[src/rtl/hbc_pkg.sv]
// Shared constants and carrier types for the half-bridge output controller.
// Assumes a 32-bit APB slave port and one 200 MHz clock domain.
package hbc_pkg;

  // ----------------------------------------------------------------
  // Sizes
  // ----------------------------------------------------------------
  localparam int NUM_BRIDGES = 4;
  localparam int ADDR_W = 8;
  localparam int DATA_W = 32;

  // ----------------------------------------------------------------
  // Register indices (byte address is four times the index)
  // ----------------------------------------------------------------
  localparam logic [5:0] IDX_OUT_SEL = 6'h01;  // bridge_output_select_reg
  localparam logic [5:0] IDX_STAT_CTL = 6'h03; // bridge_status_control_reg
  localparam logic [5:0] IDX_MUX_CTL = 6'h08;  // analog_mux_control_reg
  localparam logic [5:0] IDX_SYS_CTL = 6'h0a;  // system_control_reg
  localparam logic [5:0] IDX_IRQ_FLAG = 6'h0b; // irq_flag_reg
  localparam logic [5:0] IDX_IRQ_MASK = 6'h0c; // irq mask, same layout as flags

  // ----------------------------------------------------------------
  // Field positions and reset values
  // ----------------------------------------------------------------
  localparam int STAT_RECIRC_BIT = 7;  // recirculation_mode
  localparam int SYS_PSE_BIT = 0;      // power_stage_enable
  localparam int SYS_HTSO_BIT = 1;     // high_temp_shutdown_option
  localparam int SYS_VSI_BIT = 2;      // voltage_shutdown_inhibit
  localparam int IRQ_HT_BIT = 0;       // high_temp_flag
  localparam int IRQ_LV_BIT = 1;       // low_voltage_flag
  localparam int IRQ_HV_BIT = 2;       // high_voltage_flag
  localparam int MUX_GAIN_BIT = 4;     // sense_gain_select
  localparam logic [7:0] REG_RESET = 8'h00;
  localparam logic [1:0] SEL_OFF = 2'b00;  // {high, low} select pair
  localparam logic [1:0] SEL_PWM = 2'b11;

  // ----------------------------------------------------------------
  // Carrier types
  // ----------------------------------------------------------------
  typedef struct packed {
    logic psel;
    logic penable;
    logic pwrite;
    logic [ADDR_W-1:0] paddr;
    logic [DATA_W-1:0] pwdata;
  } hbc_apb_req_t;

  typedef struct packed {
    logic [DATA_W-1:0] prdata;
    logic pready;
    logic pslverr;
  } hbc_apb_rsp_t;

  // Analog monitor levels, high while the condition is present
  typedef struct packed {
    logic tempWarn;
    logic tempShutdown;
    logic lowVolt;
    logic highVolt;
  } hbc_monitor_t;

  // Per-bridge feedback from the power stage
  typedef struct packed {
    logic [NUM_BRIDGES-1:0] ocHigh;
    logic [NUM_BRIDGES-1:0] ocLow;
    logic [NUM_BRIDGES-1:0] highOff;
    logic [NUM_BRIDGES-1:0] lowOff;
  } hbc_bridge_fb_t;

  // Gate commands, one bit per bridge
  typedef struct packed {
    logic [NUM_BRIDGES-1:0] high;
    logic [NUM_BRIDGES-1:0] low;
  } hbc_gate_t;

endpackage

[src/rtl/hbc_sync.sv]
// Two-flop synchroniser for the asynchronous PWM pin.
// Assumes the caller reads only dout; the first stage feeds nothing else.
`timescale 1ns/1ps
module hbc_sync #(
  parameter int WIDTH = 1
) (
  input wire logic mclk,
  input wire logic srst,
  input wire logic [WIDTH-1:0] din,
  output logic [WIDTH-1:0] dout
);
  import hbc_pkg::*;

  logic [WIDTH-1:0] meta; // First stage, may be metastable

  // Both stages clear on reset; only the second stage is visible
  always_ff @(posedge mclk) begin
    if (srst) begin
      meta <= '0;
      dout <= '0;
    end else begin
      meta <= din;
      dout <= meta;
    end
  end
endmodule

[src/rtl/hbc_gate.sv]
// Gate driver for one half-bridge with break-before-make interlock.
// Assumes highOff/lowOff report the sensed gate levels, synchronous to mclk.
`timescale 1ns/1ps
module hbc_gate (
  input wire logic mclk,
  input wire logic srst,
  input wire logic wantHigh,
  input wire logic wantLow,
  input wire logic highOff,
  input wire logic lowOff,
  output logic gateHigh,
  output logic gateLow
);
  import hbc_pkg::*;

  // A side turns on only when the opposite gate is sensed off and
  // not commanded on; the feedback check covers gate discharge time
  always_ff @(posedge mclk) begin
    if (srst) begin
      gateHigh <= 1'b0;
      gateLow <= 1'b0;
    end else begin
      gateHigh <= wantHigh && lowOff && !gateLow && !wantLow;
      gateLow <= wantLow && highOff && !gateHigh && !wantHigh;
    end
  end
endmodule

[src/rtl/hbc_top.sv]
// Register-controlled driver for four power half-bridges, with PWM,
// recirculation, break-before-make and protection flags over APB.
// Assumes monitor and feedback inputs are synchronous to mclk; only
// the PWM pin is asynchronous and is synchronised here.
//
// Function
// - Power-stage enable gates all bridge switching.
// - Select pair decodes off, low, high, PWM.
// - Never both gates on; both bits mean PWM.
// - Turn-on waits until opposite gate senses off.
// - Reset clears the output select register.
// - PWM mode: high gate follows PWM pin.
// - Recirculation bit drives low gate when high off.
// - Sense gain bit selects current sense resolution.
// - Warning temperature sets flag; mask gates interrupt.
// - Shutdown option turns high-side gates off on warning.
// - Write one clears temp flag unless still hot.
// - Second threshold turns every power stage off while shutdown option is clear.
// - Overcurrent switches that gate off, sets flag.
// - Overcurrent flag clears only by one or reset.
// - Voltage flag disables bridges unless inhibited.
// - Write one clears voltage flags unless present.
// - Status register layout: recirc, zeros, flags.
//
// Chosen here: the APB interface to the registers.
`timescale 1ns/1ps
module hbc_top (
  input wire logic mclk,
  input wire logic srst,
  input wire hbc_pkg::hbc_apb_req_t apbReq,
  output hbc_pkg::hbc_apb_rsp_t apbRsp,
  input wire logic pwmPin,
  input wire hbc_pkg::hbc_monitor_t monitor,
  input wire hbc_pkg::hbc_bridge_fb_t bridgeFb,
  output hbc_pkg::hbc_gate_t gates,
  output logic allPowerOff,
  output logic senseGain,
  output logic [3:0] muxSource,
  output logic irq
);
  import hbc_pkg::*;

  // ----------------------------------------------------------------
  // Declarations
  // ----------------------------------------------------------------
  logic [7:0] outSel;                 // Select pairs, low bit then high bit
  logic recirc;                       // Recirculation mode
  logic [NUM_BRIDGES-1:0] ocFlag;     // Sticky overcurrent flags
  logic [2:0] system_control_reg;                 // Enable, temp option, voltage inhibit
  logic [4:0] muxCtl;                 // Gain bit over source select
  logic [2:0] irqFlag;                // Sticky temp and voltage flags
  logic [2:0] irqMask;                // Interrupt mask, same layout
  logic pready;                       // Access-phase answer
  logic pslverr;                      // Unmapped address answer
  logic [DATA_W-1:0] prdata;          // Registered read data
  logic [7:0] rdByte;                 // Read mux result
  logic hit;                          // Address decodes to a register
  logic wrAcc;                        // Write completes this edge
  logic [5:0] regIdx;                 // Word index from the address
  logic pwmSync;                      // PWM pin in the mclk domain
  logic stageOn;                      // Global enable
  logic htsoOff;                      // Warning-level high-side shutdown
  logic htrOff;                       // Second-threshold shutdown
  logic voltOff;                      // Voltage shutdown
  logic allOff;                       // Any reason to stop every gate
  logic [NUM_BRIDGES-1:0] wantHi;     // Gated high-side request
  logic [NUM_BRIDGES-1:0] wantLo;     // Gated low-side request
  logic [NUM_BRIDGES-1:0] gateHighQ;  // Gate flops, high side
  logic [NUM_BRIDGES-1:0] gateLowQ;   // Gate flops, low side
  logic [NUM_BRIDGES-1:0] ocClr;      // Write-one-to-clear for oc flags
  logic [2:0] irqClr;                 // Write-one-to-clear for irq flags

  // ----------------------------------------------------------------
  // PWM pin synchroniser
  // ----------------------------------------------------------------
  // The raw pin may glitch against mclk; gates only see the retimed copy
  hbc_sync #(.WIDTH(1)) u_pwm_sync (
    .mclk(mclk),
    .srst(srst),
    .din(pwmPin),
    .dout(pwmSync)
  );

  // ----------------------------------------------------------------
  // APB decode
  // ----------------------------------------------------------------
  assign regIdx = apbReq.paddr[ADDR_W-1:2];
  assign wrAcc = apbReq.psel && apbReq.penable && apbReq.pwrite && pready;
  assign ocClr = (wrAcc && hit && regIdx == IDX_STAT_CTL) ? apbReq.pwdata[NUM_BRIDGES-1:0] : '0;
  assign irqClr = (wrAcc && hit && regIdx == IDX_IRQ_FLAG) ? apbReq.pwdata[2:0] : '0;

  // Read mux; unused bits read as zero
  always_comb begin
    hit = (apbReq.paddr[1:0] == 2'b00);
    rdByte = REG_RESET;
    unique case (regIdx)
      IDX_OUT_SEL: rdByte = outSel;
      IDX_STAT_CTL: rdByte = {recirc, 3'b000, ocFlag};
      IDX_MUX_CTL: rdByte = {3'b000, muxCtl};
      IDX_SYS_CTL: rdByte = {5'b00000, system_control_reg};
      IDX_IRQ_FLAG: rdByte = {5'b00000, irqFlag};
      IDX_IRQ_MASK: rdByte = {5'b00000, irqMask};
      default: hit = 1'b0;
    endcase
  end

  // One wait state: pready rises in the second access cycle
  always_ff @(posedge mclk) begin
    if (srst) begin
      pready <= 1'b0;
      pslverr <= 1'b0;
      prdata <= '0;
    end else if (apbReq.psel && apbReq.penable && !pready) begin
      pready <= 1'b1;
      pslverr <= !hit;
      prdata <= (hit && !apbReq.pwrite) ? {24'h000000, rdByte} : '0;
    end else begin
      pready <= 1'b0;
      pslverr <= 1'b0;
      prdata <= '0;
    end
  end

  assign apbRsp = '{prdata: prdata, pready: pready, pslverr: pslverr};

  // ----------------------------------------------------------------
  // Control registers
  // ----------------------------------------------------------------
  // Plain read/write storage; a bad address writes nothing
  always_ff @(posedge mclk) begin
    if (srst) begin
      outSel <= REG_RESET;
      recirc <= 1'b0;
      system_control_reg <= '0;
      muxCtl <= '0;
      irqMask <= '0;
    end else if (wrAcc && hit) begin
      unique case (regIdx)
        IDX_OUT_SEL: outSel <= apbReq.pwdata[7:0];
        IDX_STAT_CTL: recirc <= apbReq.pwdata[STAT_RECIRC_BIT];
        IDX_MUX_CTL: muxCtl <= apbReq.pwdata[4:0];
        IDX_SYS_CTL: system_control_reg <= apbReq.pwdata[2:0];
        IDX_IRQ_MASK: irqMask <= apbReq.pwdata[2:0];
        default: ;
      endcase
    end
  end

  // Sense amplifier setting goes straight out to the analog side
  assign senseGain = muxCtl[MUX_GAIN_BIT];
  assign muxSource = muxCtl[3:0];

  // ----------------------------------------------------------------
  // Sticky flags
  // ----------------------------------------------------------------
  // Set wins over clear, so a clear while the event persists is ignored
  always_ff @(posedge mclk) begin
    if (srst) begin
      ocFlag <= '0;
    end else begin
      ocFlag <= (ocFlag & ~ocClr) | bridgeFb.ocHigh | bridgeFb.ocLow;
    end
  end

  // Levels from the monitors keep their flags set while present
  always_ff @(posedge mclk) begin
    if (srst) begin
      irqFlag <= '0;
    end else begin
      irqFlag[IRQ_HT_BIT] <= (irqFlag[IRQ_HT_BIT] && !irqClr[IRQ_HT_BIT]) || monitor.tempWarn;
      irqFlag[IRQ_LV_BIT] <= (irqFlag[IRQ_LV_BIT] && !irqClr[IRQ_LV_BIT]) || monitor.lowVolt;
      irqFlag[IRQ_HV_BIT] <= (irqFlag[IRQ_HV_BIT] && !irqClr[IRQ_HV_BIT]) || monitor.highVolt;
    end
  end

  // Level interrupt, one cycle behind the flags
  always_ff @(posedge mclk) begin
    if (srst) begin
      irq <= 1'b0;
    end else begin
      irq <= |(irqFlag & irqMask);
    end
  end

  // ----------------------------------------------------------------
  // Protection and enables
  // ----------------------------------------------------------------
  assign stageOn = system_control_reg[SYS_PSE_BIT];
  assign htsoOff = irqFlag[IRQ_HT_BIT] && system_control_reg[SYS_HTSO_BIT];
  assign htrOff = monitor.tempShutdown && !system_control_reg[SYS_HTSO_BIT];
  assign voltOff = (irqFlag[IRQ_LV_BIT] || irqFlag[IRQ_HV_BIT]) && !system_control_reg[SYS_VSI_BIT];
  assign allOff = !stageOn || htrOff || voltOff;

  // Tells the other power stages to drop out as well
  always_ff @(posedge mclk) begin
    if (srst) begin
      allPowerOff <= 1'b1;
    end else begin
      allPowerOff <= allOff || htrOff;
    end
  end

  // ----------------------------------------------------------------
  // Per-bridge decode and gate drivers
  // ----------------------------------------------------------------
  // A flagged bridge stays dark until software clears its flag; the live
  // overcurrent input also drops its own gate in the same edge
  for (genvar i = 0; i < NUM_BRIDGES; i++) begin : g_bridge
    logic selLo;
    logic selHi;
    logic pwmMode;
    logic reqHi;
    logic reqLo;
    assign selLo = outSel[2*i];
    assign selHi = outSel[2*i+1];
    assign pwmMode = selLo && selHi;
    assign reqHi = pwmMode ? pwmSync : (selHi && !selLo);
    assign reqLo = pwmMode ? (recirc && !pwmSync) : (selLo && !selHi);
    assign wantHi[i] = reqHi && !allOff && !htsoOff && !ocFlag[i] && !bridgeFb.ocHigh[i];
    assign wantLo[i] = reqLo && !allOff && !ocFlag[i] && !bridgeFb.ocLow[i];

    hbc_gate u_gate (
      .mclk(mclk),
      .srst(srst),
      .wantHigh(wantHi[i]),
      .wantLow(wantLo[i]),
      .highOff(bridgeFb.highOff[i]),
      .lowOff(bridgeFb.lowOff[i]),
      .gateHigh(gateHighQ[i]),
      .gateLow(gateLowQ[i])
    );
  end

  assign gates = '{high: gateHighQ, low: gateLowQ};
endmodule

[config.mk]
export PLATFORM = sky130hd
export DESIGN_NAME = hbc_top
export DESIGN_NICKNAME = d
export VERILOG_FILES = /design/src/rtl/hbc_pkg.sv /design/src/rtl/hbc_sync.sv /design/src/rtl/hbc_gate.sv /design/src/rtl/hbc_top.sv
export SDC_FILE = /design/constraint.sdc
export NUM_CORES = 1
export LEC_CHECK = 0
export BUFFER_PORTS_ARGS = -buffer_cell sky130_fd_sc_hd__buf_2
export CAP_MARGIN = 40
export CORE_UTILIZATION = 46
export CTS_CLUSTER_DIAMETER = 30
export CTS_CLUSTER_SIZE = 40
export DETAILED_ROUTE_END_ITERATION = 16
export PLACE_DENSITY_LB_ADDON = 0.05
export REMOVE_ABC_BUFFERS = 1
export SYNTH_ARGS = -nofsm -noshare
export SYNTH_HDL_FRONTEND = slang
export SYNTH_SLANG_ARGS = --single-unit
[constraint.sdc]
create_clock -name mclk -period 2.2 [get_ports mclk]
set_input_delay 0.44 -clock mclk [delete_from_list [all_inputs] [get_ports mclk]]
set_output_delay 0.44 -clock mclk [all_outputs]
set_load 0.02 [all_outputs]
# Word level (Yosys, flattened, before mapping)
# Index checks and enable logic that the tools add are counted.
# classes
bitwise	7
n_reduce_logical	144
n_eq_ne	6
mux	13
# ops
op	n
logical AND 1 bit	79
logical NOT 1 bit	48
one-hot mux 8 bit (6 select lines)	1
== test 6 x 4 -> 1 bit, second input constant	4
2-to-1 mux 1 bit	10
AND reduction 2 bit	5
OR 4 bit	2
logical OR 1 bit	7
== test 6 x 1 -> 1 bit, second input constant	1
== test 6 x 2 -> 1 bit, second input constant	1
OR reduction 3 bit	2
OR reduction 6 bit	1
AND 4 bit	1
2-to-1 mux 4 bit	1
NOT 4 bit	1
AND 3 bit	1
2-to-1 mux 3 bit	1
logical NOT 2 bit	1
NOT 1 bit	2
OR reduction 2 bit	1
# totals
elab_cells	193
ff_bits	73

# Depth between registers and ports, before layout
# Gate-level depths: netlist of the first run.
# depth
word_depth	12
mapped_depth	6
depth_no_buf	4

# By module
# Synthesis of the first run repeated with hierarchy kept, for this count alone.
# unflattened
hier_cells	251
area_unflattened_um2	2328.5
# modules_own_cells
mod	cells_each	area_per_inst_um2	instances	seq_area_each_um2
hbc_top	223	2035.7	1	780.7
hbc_gate	6	60.1	4	40.0
hbc_sync	4	52.6	1	40.0

# Least setup slack after synthesis of the first run
# Ideal clock, no wire load.
# synth_path
path_kind	input to register
startpoint	in apbReq[36] (netlist bit)
endpoint	reg recirc
setup_time_ps	128
t_arrival_ps	1542
cell_stages	5
slack_ps	530
path_cell_list	or4_4 > and4b_1 > buf_4 > mux2i_1 > nor2_1
# synth_via
elab_chain_cells	5
# synth_lines
item	line_no	rtl
from (decl)	hbc_top.sv:30	input wire hbc_pkg::hbc_apb_req_t apbReq,
== test 6 x 2 -> 1 bit, or another cell as far along	hbc_top.sv:96, hbc_top.sv:138	
OR reduction 6 bit (no line)	--	
2-to-1 mux 1 bit	hbc_top.sv:96	unique case (regIdx)
logical AND 1 bit	hbc_top.sv:137	end else if (wrAcc && hit) begin
AND reduction 2 bit (no line) *	--	
to (signal assigned)	hbc_top.sv:140	IDX_STAT_CTL: recirc <= apbReq.pwdata[STAT_RECIRC_BIT];
to (decl)	hbc_top.sv:47	logic recirc;
# Every way passes the cells marked *; elsewhere a longest branch is shown, timed or not.
# A chain may end at the register's enable or synchronous reset.

# Worst setup path after layout of the first run
# Same ends and word-level chain as after synthesis.

==> metrics.md, run 1 <==
| Metric | Value |
|---|---|
| Max-Cap Viols | 0 |
| Synth top area share | 0.4211 |
| DR vias | approximately 1.9k |
| Port Buf Inserts | 66 |
| Post-Syn Instances | roughly 250 |
| Fmax | between 500 and 600 MHz |
| Pin count of the biggest net entering global routing | 22 |
| Worst setup SP type | input port |
| Worst EP required | between 2 and 2.5 ns |
| Share of post-route cells with drive strength above 1 | 0.2704 |
| Total wire length | 5423 um |
| Min-delay src | pwmPin |
| Cell Area, Synth | around 0.0023 mm2 |
| Total Routing Usage GR | 0.2135 |
| Min Tclk post-route | 1.673 ns |
| Post-synth top flop | dfxtp_1 |
| Pre-CTS setup slack | 0.2270 ns |
| Post-CTS Setup Inserts | 0 |
| Crit. End Element | flip-flop |
| Fin cells | 374 |
| Final setup viols | 0 |
| CP Class | in -> reg |
| Total die area | 0.005353 mm2 |
| Vias in the first global route | 1773 |
| Slew Limit Fails | 0 |
| First-pass GRT wire length | 8597 um |
| CTS sink count | 49 |
| Sequential share of power | 0.528 |
| Final Wtd Congestion | slightly below 0.8 |
| Hold path depth | 2 |
| Largest registers | outSel (8), prdata (8), muxCtl (5) |
| Post-DP HPWL | 4047 um |
| Combinational Power Share | 0.094 |
| Htree depth | 2 |
| Post-CTS sizing | 0 |
| Worst Slack Setup Final | approximately 0.53 ns |
| Hold-fix buffers, CTS | 0 |
| Placed Cells | 366 |
| DR WL/cell | 14.50 um |
| Power density over the cells | 642.4 mW/mm2 |
| Max clock buf depth | 2 |
| Commonest non-fill, non-tap cell in the layout | buf_2 |
| Fillers | between 400 and 500 |
| # DRC | 0 |
| CTS Buf Count | 5 |
| Period utilization | 0.7603 |
| Gr ovfl total | 0 |
| Fin Clk Skew | 0.01103 ns |
| CP max FO | 5 |
| Initial Util | 0.4868 |
| Biggest area consumer among synthesized cells | dfxtp_1 |
| Area Overhead vs Synth | 15.25% |
| Core Region | 0.004786 mm2 |
| Unique masters post-synth | 42 |
| Leading post-synthesis cells by cell area | dfxtp_1 (42%), buf_4 (12%), mux2i_1 (8.6%), nor2_1 (4.8%), a311oi_1 (2.6%) |
| Worst r2r path cells | 4 |
| Hold Path Class | in -> reg |
| Final Hold Slack | 0.3333 ns |
| Outcome | completed |
| Most frequent cells in the layout | buf_2 (66), dfxtp_1 (49), nor2_1 (30) |
| Ys Warns | 0 |
| FF+latch count, synth | 49 |
| Synth Area per Inst | 9.394 um2 |
| Total chip power | ~1.7 mW |
| Leak | 1.244 nW |
| Initial antenna violation count | 0 |
| Setup_tns | 0 ns |
| Fin. Hold Viols | 0 |
| Clock Pin Slew Worst Setup and Hold Paths | 0.10 ns |
| Int Power | 1.296 mW |
| Worst setup path start | apbReq[36] |
| Seq/Total Area, Yosys | 0.4211 |
| Switching share of total power | 0.2486 |
| Post-synth EDFFs | 0 |
| I/O pin count | 115 |
| Net Sw Power | 0.4287 mW |
| Peak supply drop | 0.3532 mV |
| Insertion delay to the later sink of the worst-skew pair | 0.30 ns |
| Arrival time worst endpoint | ~1.9 ns |
| Die W | 73.17 um |
| Multi-input gate area | about 0.0011 mm2 |
| Die Ht | 73.17 um |
| CTS tree | done |
| Unrepaired setup endpoints after global routing | no |
| Row cnt | 25 |
| Register Area | 980.9 um2 |
| CTS Root Cell | clkbuf_8 |
| FF-to-FF Start | pready$_SDFF_PP0_ |
| Final ANT Viol Nets | 0 |
| Number of DRC markers in iteration 0 | 78 |
| Antenna Cells | 0 |
| FFs w/ async S/R, synth | 0 |
| First-pass detailed-route iteration total | 4 |
| Final #Nets | 372 |
| Post-detailed-route via-to-cell ratio | 5.168 |
| Clock power share | 0.378 |
## worst max-delay path: stages
cell     delay (ns)
buf_2          0.14
or4_4          0.56
and4b_1        0.45
mux2i_1        0.24
nor2_1         0.05
## cell usage after synthesis, types with 3 or more instances
| library cell | n |
|---|---|
| a311oi_1 | 7 |
| a211oi_1 | 4 |
| nor2_1 | 30 |
| o31ai_1 | 3 |
| a21oi_1 | 4 |
| or4bb_1 | 4 |
| a22oi_1 | 4 |
| and3_1 | 4 |
| nor3_1 | 5 |
| inv_1 | 5 |
| clkbuf_1 | 6 |
| nor2b_1 | 8 |
| nand2_1 | 13 |
| nand4_1 | 5 |
| a2111oi_0 | 4 |
| buf_4 | 36 |
| a31oi_1 | 3 |
| nor4b_1 | 4 |
| dfxtp_1 | 49 |
| mux2i_1 | 20 |
| o2bb2ai_1 | 3 |
## final timing paths
check | to | slack [ns]
max reg2reg | muxCtl[2]$_SDFFE_PP0P_ | 0.65
min | u_pwm_sync.meta$_SDFF_PP0_ | 0.33
max | recirc$_SDFFE_PP0N_ | 0.53
min reg2reg | g_bridge[1].u_gate.gateHigh$_SDFF_PP0_ | 0.43
## power groups by stage
| stage | Clock (mW) | Sequential [mW] | Combinational [mW] |
|---|---|---|---|
| after floorplan | 0 | 0.929 | 0.0775 |
| after global placement | 0 | 0.931 | 0.161 |
| after detailed placement | 0 | 0.932 | 0.161 |
| after CTS | 0.663 | 0.911 | 0.162 |
| after global routing | 0.694 | 0.913 | 0.178 |
| final | 0.652 | 0.911 | 0.162 |
## cell type report
type,instances,area share
Sequential cell,49,0.3653
Timing Repair Buffer,72,0.1398
Inverter,5,0.006990
Clock buffer,5,0.02563
Clock inverter,3,0.01631
Tap cell,67,0.03122
Multi-Input combinational cell,173,0.4147
## through the flow
step                utilization  instance area (um2)
finish                   0.5610                 2685
CTS                      0.5610                 2685
detailed placement       0.5375                 2572
floorplan                     -                 2113
global placement         0.5375                 2572
global route             0.5610                 2685
## cell families (layout without fill, tap and decap cells)
| group | count (synthesis) | count (layout) | share of synthesized area |
|---|---|---|---|
| and+or+nand+nor | 87 | 87 | 0.2121 |
| other | 1 | 24 | 0.001610 |
| DFF | 49 | 49 | 0.4211 |
| buffers and inverters | 49 | 85 | 0.1380 |
| AOI/OAI and AO/OA | 42 | 42 | 0.1413 |
| muxes | 20 | 20 | 0.08593 |
## per-layer routing
layer  global-route usage  vias up  share of wire
li1                     -      962              -
met1               0.2879      885           0.47
met2               0.3488       84           0.45
met3              0.04558        2          0.070
met4              0.05011        0         0.0031
met5                    0        -              0
Note: power is estimated with default switching activity, not from simulation.
==> inputs of run 2 (changes only) <==
CORE_UTILIZATION = 41   (was 46)
clock period = 1.48 ns   (was 2.2 ns; I/O delays follow)
==> run 2 against run 1 <==
Compared with the run above: clock power is 20% higher; power is 40% higher; register-to-register slack worse by 0.61 ns; count of clock-buffer cells in the layout is 1 higher; sequential cell count stayed put.
==> metrics.md, run 2 (synthesis results as in run 1) <==
| Metric | Value |
|---|---|
| Worst r2r path cells | 5 |
| Final #Nets | roughly 400 |
| M3 GR Usage | 0.04000 |
| Min Tclk post-route | 1.439 ns |
| Post-detailed-route via-to-cell ratio | just under 5 |
| Antenna Cells | 0 |
| DR vias | 2006 |
| FF-to-FF Start | irqFlag[2]$_SDFF_PP0_ |
| I/O pin count | 115 |
| Met1 Resource Use GR | 0.2747 |
| Initial Util | 0.4231 |
| Busiest layer in global routing | met2 |
| Final Wtd Congestion | ~0.90 |
| Multi-input gate area | 0.001126 mm2 |
| Power density over the cells | 841.1 mW/mm2 |
| First-pass GRT wire length | between 9000 and 10000 um |
| # DRC | 0 |
| CTS Buf Count | 5 |
| Period utilization | 0.9723 |
| Max-Cap Viols | 0 |
| CP endpoint | g_bridge[1].u_gate.gateHigh$_SDFF_PP0_ |
| CP Class | reg -> reg |
| Worst setup SP type | flip-flop |
| CP max FO | 3 |
| Gr ovfl total | 0 |
| Max clock buf depth | 2 |
| Post-Route Utilization | 0.5206 |
| Total die area | 0.005988 mm2 |
| Area Overhead vs Synth | 23.04% |
| Unrepaired setup endpoints after global routing | no |
| RR Endpoint | g_bridge[1].u_gate.gateHigh$_SDFF_PP0_ |
| GR Layer Usage met2 | 0.3106 |
| DR WL/cell | 14.24 um |
| First-pass detailed-route iteration total | 4 |
| Commonest non-fill, non-tap cell in the layout | buf_2 |
| Hold Path Class | in -> reg |
| Post-CTS sizing | 3 |
| Outcome | completed |
| Register Area | 980.9 um2 |
| Final setup viols | 0 |
| Initial antenna violation count | 0 |
| Vias in the first global route | 1780 |
| Post-DP HPWL | 4458 um |
| Peak supply drop | between 0.4 and 0.5 mV |
| Crit. End Element | flip-flop |
| CTS tree | done |
| Total chip power | 2.411 mW |
| Share of post-route cells with drive strength above 1 | 0.3313 |
| Fin. Hold Viols | 0 |
| Arrival time worst endpoint | roughly 1.6 ns |
| Number of DRC markers in iteration 0 | 100 |
| Fillers | 549 |
| Die W | just under 80 um |
| Pin count of the biggest net entering global routing | 21 |
| Row cnt | 27 |
| Total Routing Usage GR | 0.1960 |
| CTS Root Cell | clkbuf_8 |
| Port Buf Inserts | 66 |
| Setup_tns | 0 ns |
| Placed Cells | 396 |
| Fmax | 694.9 MHz |
| Largest registers | outSel (8), prdata (8), muxCtl (5) |
| Fin Clk Skew | 0.006609 ns |
| Die Ht | a little under 80 um |
| Core Region | 0.005507 mm2 |
| Fin cells | around 400 |
| Htree depth | 2 |
| Worst setup path start | irqFlag[2]$_SDFF_PP0_ |
| Slew Limit Fails | 0 |
| Clock Pin Slew Worst Setup and Hold Paths | 0.09 ns |
| Final ANT Viol Nets | 0 |
| FF-to-FF setup slack | 0.04 ns |
| CTS sink count | 49 |
| Most frequent cells in the layout | buf_2 (66), dfxtp_1 (49), buf_4 (31) |
| Total wire length | 5751 um |
| Insertion delay to the later sink of the worst-skew pair | 0.30 ns |
| Post-CTS Setup Inserts | 0 |
| Worst EP required | ~1.7 ns |
| Leak | 1.347 nW |
| Hold-fix buffers, CTS | 0 |
-- run 2: cell type report --
class	count	area share
Clock buffer	6	0.02532
Inverter	5	0.006547
Timing Repair Buffer	97	0.1964
Multi-Input combinational cell	173	0.3928
Tap cell	72	0.03143
Sequential cell	49	0.3422
Clock inverter	2	0.005238
-- run 2: worst min path at each step --
| stage | start | endpoint | cells after the start |
|---|---|---|---|
| after floorplan | srst | system_control_reg[0]$_SDFFE_PP0P_ | 1 |
| after global placement | g_bridge[3].u_gate.gateLow$_SDFF_PP0_ | g_bridge[3].u_gate.gateHigh$_SDFF_PP0_ | 1 |
| after detailed placement | u_pwm_sync.meta$_SDFF_PP0_ | u_pwm_sync.dout$_SDFF_PP0_ | 1 |
| after CTS | pwmPin | u_pwm_sync.meta$_SDFF_PP0_ | 2 |
| after global routing | pwmPin | u_pwm_sync.meta$_SDFF_PP0_ | 2 |
| final | pwmPin | u_pwm_sync.meta$_SDFF_PP0_ | 2 |
-- run 2: metal layers --
| metal | vias up | wire (um) |
|---|---|---|
| met5 | - | 0 |
| met4 | 0 | 24 |
| met3 | 2 | 251 |
| met2 | 66 | 2638 |
| met1 | 924 | 2836 |
| li1 | 1014 | - |
-- run 2: metrics by stage --
step / instance area (um2) / hold WS [ns] / worst slack (ns)
floorplan: 2113 / 0.3651 / -0.2308
global placement: 2766 / 0.4187 / -0.1960
detailed placement: 2766 / 0.4247 / -0.2142
CTS: 2859 / 0.1898 / 0.03499
global route: 2867 / 0.2110 / 0.01988
finish: 2867 / 0.1987 / 0.04098
-- run 2: power by group --
part	switching [mW]	total, mW	internal [mW]	leakage [nW]
Sequential	0.0142	1.35	1.34	0.398
Clock	0.450	0.784	0.334	0.0374
Combinational	0.169	0.277	0.108	0.912
Total	0.634	2.41	1.78	1.35
-- run 2: worst max-delay path: stages, from the launching register on --
cell       delay (ns)
dfxtp_1          0.33
nor2_2           0.17
o221ai_2         0.14
a21o_1           0.19
buf_4            0.16
a2111oi_1        0.34
==> inputs of run 3 (changes only) <==
CELL_PAD_IN_SITES_DETAIL_PLACEMENT = 1   (was not set)
CELL_PAD_IN_SITES_GLOBAL_PLACEMENT = 2   (was not set)
CORE_UTILIZATION = 23   (was 41)
SLEW_MARGIN = 20   (was not set)
==> run 3 against run 2 <==
Compared with the run above: die area increased by 76%; global-route usage decreased by 4.6 points; sequential share of layout area decreased by 2.1 points; register-to-register slack improved by 0.06 ns; first-iteration DRC count decreased by 36%; count of clock-buffer cells in the layout increased by 1; fmax increased by 3.2%; critical endpoint is now ocFlag[1]$_SDFF_PP0_; clock skew decreased by 0.00081 ns.
==> metrics.md, run 3 (synthesis results as in run 1) <==
| Metric | Value |
|---|---|
| Outcome | completed |
| Fillers | 1182 |
| Most frequent cells in the layout | buf_2 (66), dfxtp_1 (48), buf_4 (36) |
| CTS tree | done |
| CP Class | in -> reg |
| Fin cells | approximately 470 |
| CTS sink count | 49 |
| Post-detailed-route via-to-cell ratio | 4.390 |
| Post-CTS Setup Inserts | 0 |
| Worst r2r path cells | 5 |
| Row cnt | 36 |
| Power density over the cells | 829.8 mW/mm2 |
| Vias in the first global route | roughly 2.1k |
| FF-to-FF Start | system_control_reg[0]$_SDFFE_PP0P_ |
| Max clock buf depth | 2 |
| DP Area | ~0.0029 mm2 |
| Total die area | 0.01054 mm2 |
| Largest registers | outSel (8), prdata (8), muxCtl (5) |
| Hold path depth | 2 |
| Worst setup SP type | input port |
| Crit. End Element | flip-flop |
| Clock Pin Slew Worst Setup and Hold Paths | around 0.090 ns |
| Design Area, Final | 0.003059 mm2 |
| CTS Root Cell | clkbuf_8 |
| Leak | approximately 1.4 nW |
| Period utilization | 0.9422 |
| Insertion delay to the later sink of the worst-skew pair | 0.30 ns |
| Fmax | 717.1 MHz |
| Final setup viols | 0 |
| Worst EP required | roughly 1.7 ns |
| Port Buf Inserts | 66 |
| Commonest non-fill, non-tap cell in the layout | buf_2 |
| Placed Cells | around 460 |
| DR vias | 2072 |
| Fin Clk Skew | 0.005804 ns |
| Max-Cap Viols | 0 |
| CTS Buf Count | 5 |
| Final #Nets | 404 |
| RR Endpoint | g_bridge[3].u_gate.gateHigh$_SDFF_PP0_ |
| Total wire length | 7514 um |
| Peak supply drop | 0.3458 mV |
| Share of post-route cells with drive strength above 1 | 0.3540 |
| Antenna Cells | 0 |
| Initial Util | 0.2384 |
| Post-DP HPWL | 5873 um |
| Final Wtd Congestion | 0.7309 |
| Area Overhead vs Synth | 31.31% |
| Min Tclk post-route | 1.394 ns |
| Arrival time worst endpoint | 1.57 ns |
| Min-delay src | pwmPin |
| Die Ht | ~100 um |
| Slew Limit Fails | 0 |
| Htree depth | 2 |
| # DRC | 0 |
| Gr ovfl total | 0 |
| Die W | 102.6 um |
| Fin. Hold Viols | 0 |
| FF-to-FF setup slack | 0.10 ns |
| Number of DRC markers in iteration 0 | 64 |
| DR WL/cell | about 16 um |
| I/O pin count | 115 |
| First-pass detailed-route iteration total | 4 |
| Initial antenna violation count | 0 |
| First-pass GRT wire length | 11580 um |
| CP max FO | 4 |
| Final ANT Viol Nets | 0 |
| Hold-fix buffers, CTS | 0 |
| Total Routing Usage GR | 0.1497 |
| Core Region | 0.009774 mm2 |
| Pin count of the biggest net entering global routing | 16 |
| Unrepaired setup endpoints after global routing | no |
| Hold Path Class | in -> reg |
| Hold Crit Endpoint | u_pwm_sync.meta$_SDFF_PP0_ |
## run 3: changes by cell type in the layout (fill, tap and decap cells not counted), moves of 2 or more
cell / before / now
buf_12: 0 / 2
buf_4: 31 / 36
clkinvlp_4: 2 / 0
clkbuf_8: 5 / 7
## run 3: what timing repair did
item | in CTS | in global routing
pin swaps | 0 | 1
resized for setup | 2 | 9
hold endpoints to repair | 0 | 0
endpoints found under the setup margin | 4 | 7
## run 3: final cells by class
| cell class | count | area, um2 | share of cell area |
|---|---|---|---|
| Multi-Input combinational cell | 173 | 1150 | 0.3759 |
| Sequential cell | 49 | 982.2 | 0.3211 |
| Timing Repair Buffer | 104 | 640.6 | 0.2094 |
| Tap cell | 133 | 166.4 | 0.05440 |
| Clock buffer | 7 | 96.34 | 0.03149 |
| Inverter | 5 | 18.77 | 0.006135 |
| Clock inverter | 1 | 5.005 | 0.001636 |
## run 3: routing by layer
metal	share of wire	GRT usage	vias up
li1	-	-	1026
met1	0.51	0.2097	986
met2	0.45	0.2405	56
met3	0.035	0.02644	4
met4	0.0048	0.02967	0
met5	0	0	-
## run 3: worst max-delay path: stages
cell and delay [ns]:
buf_2 0.10, or4_4 0.56, and4b_1 0.35, buf_4 0.17, a311oi_1 0.09
## run 3: how the worst max path moves through the flow
| stage | start | endpoint | cells past startpoint |
|---|---|---|---|
| after floorplan | apbReq[36] | outSel[0]$_SDFFE_PP0P_ | 4 |
| after global placement | apbReq[36] | ocFlag[2]$_SDFF_PP0_ | 5 |
| after detailed placement | apbReq[36] | outSel[7]$_SDFFE_PP0P_ | 6 |
| after CTS | irqFlag[2]$_SDFF_PP0_ | g_bridge[1].u_gate.gateHigh$_SDFF_PP0_ | 5 |
| after global routing | irqFlag[2]$_SDFF_PP0_ | g_bridge[3].u_gate.gateHigh$_SDFF_PP0_ | 5 |
| final | apbReq[36] | ocFlag[1]$_SDFF_PP0_ | 5 |
## run 3: report_power, final
part / leakage (nW) / switching, mW / total [mW] / internal [mW]
registers: 0.398 / 0.0155 / 1.35 / 1.34
logic: 0.961 / 0.185 / 0.306 / 0.121
clock network: 0.0542 / 0.457 / 0.881 / 0.424
## run 3: metrics by stage
stage	util	power (mW)	setup WS, ns	setup TNS (ns)	hold WS (ns)
2_1_floorplan	-	1.496	-0.2308	-1.895	0.3651
3_3_place_gp	0.2988	1.685	-0.2363	-5.311	0.4159
3_5_place_dp	0.2988	1.685	-0.2359	-5.398	0.4199
4_1_cts	0.3095	2.572	0.02212	0	0.1929
5_1_grt	0.3130	2.666	0.01580	0	0.2194
6_report	0.3130	2.539	0.08553	0	0.2023
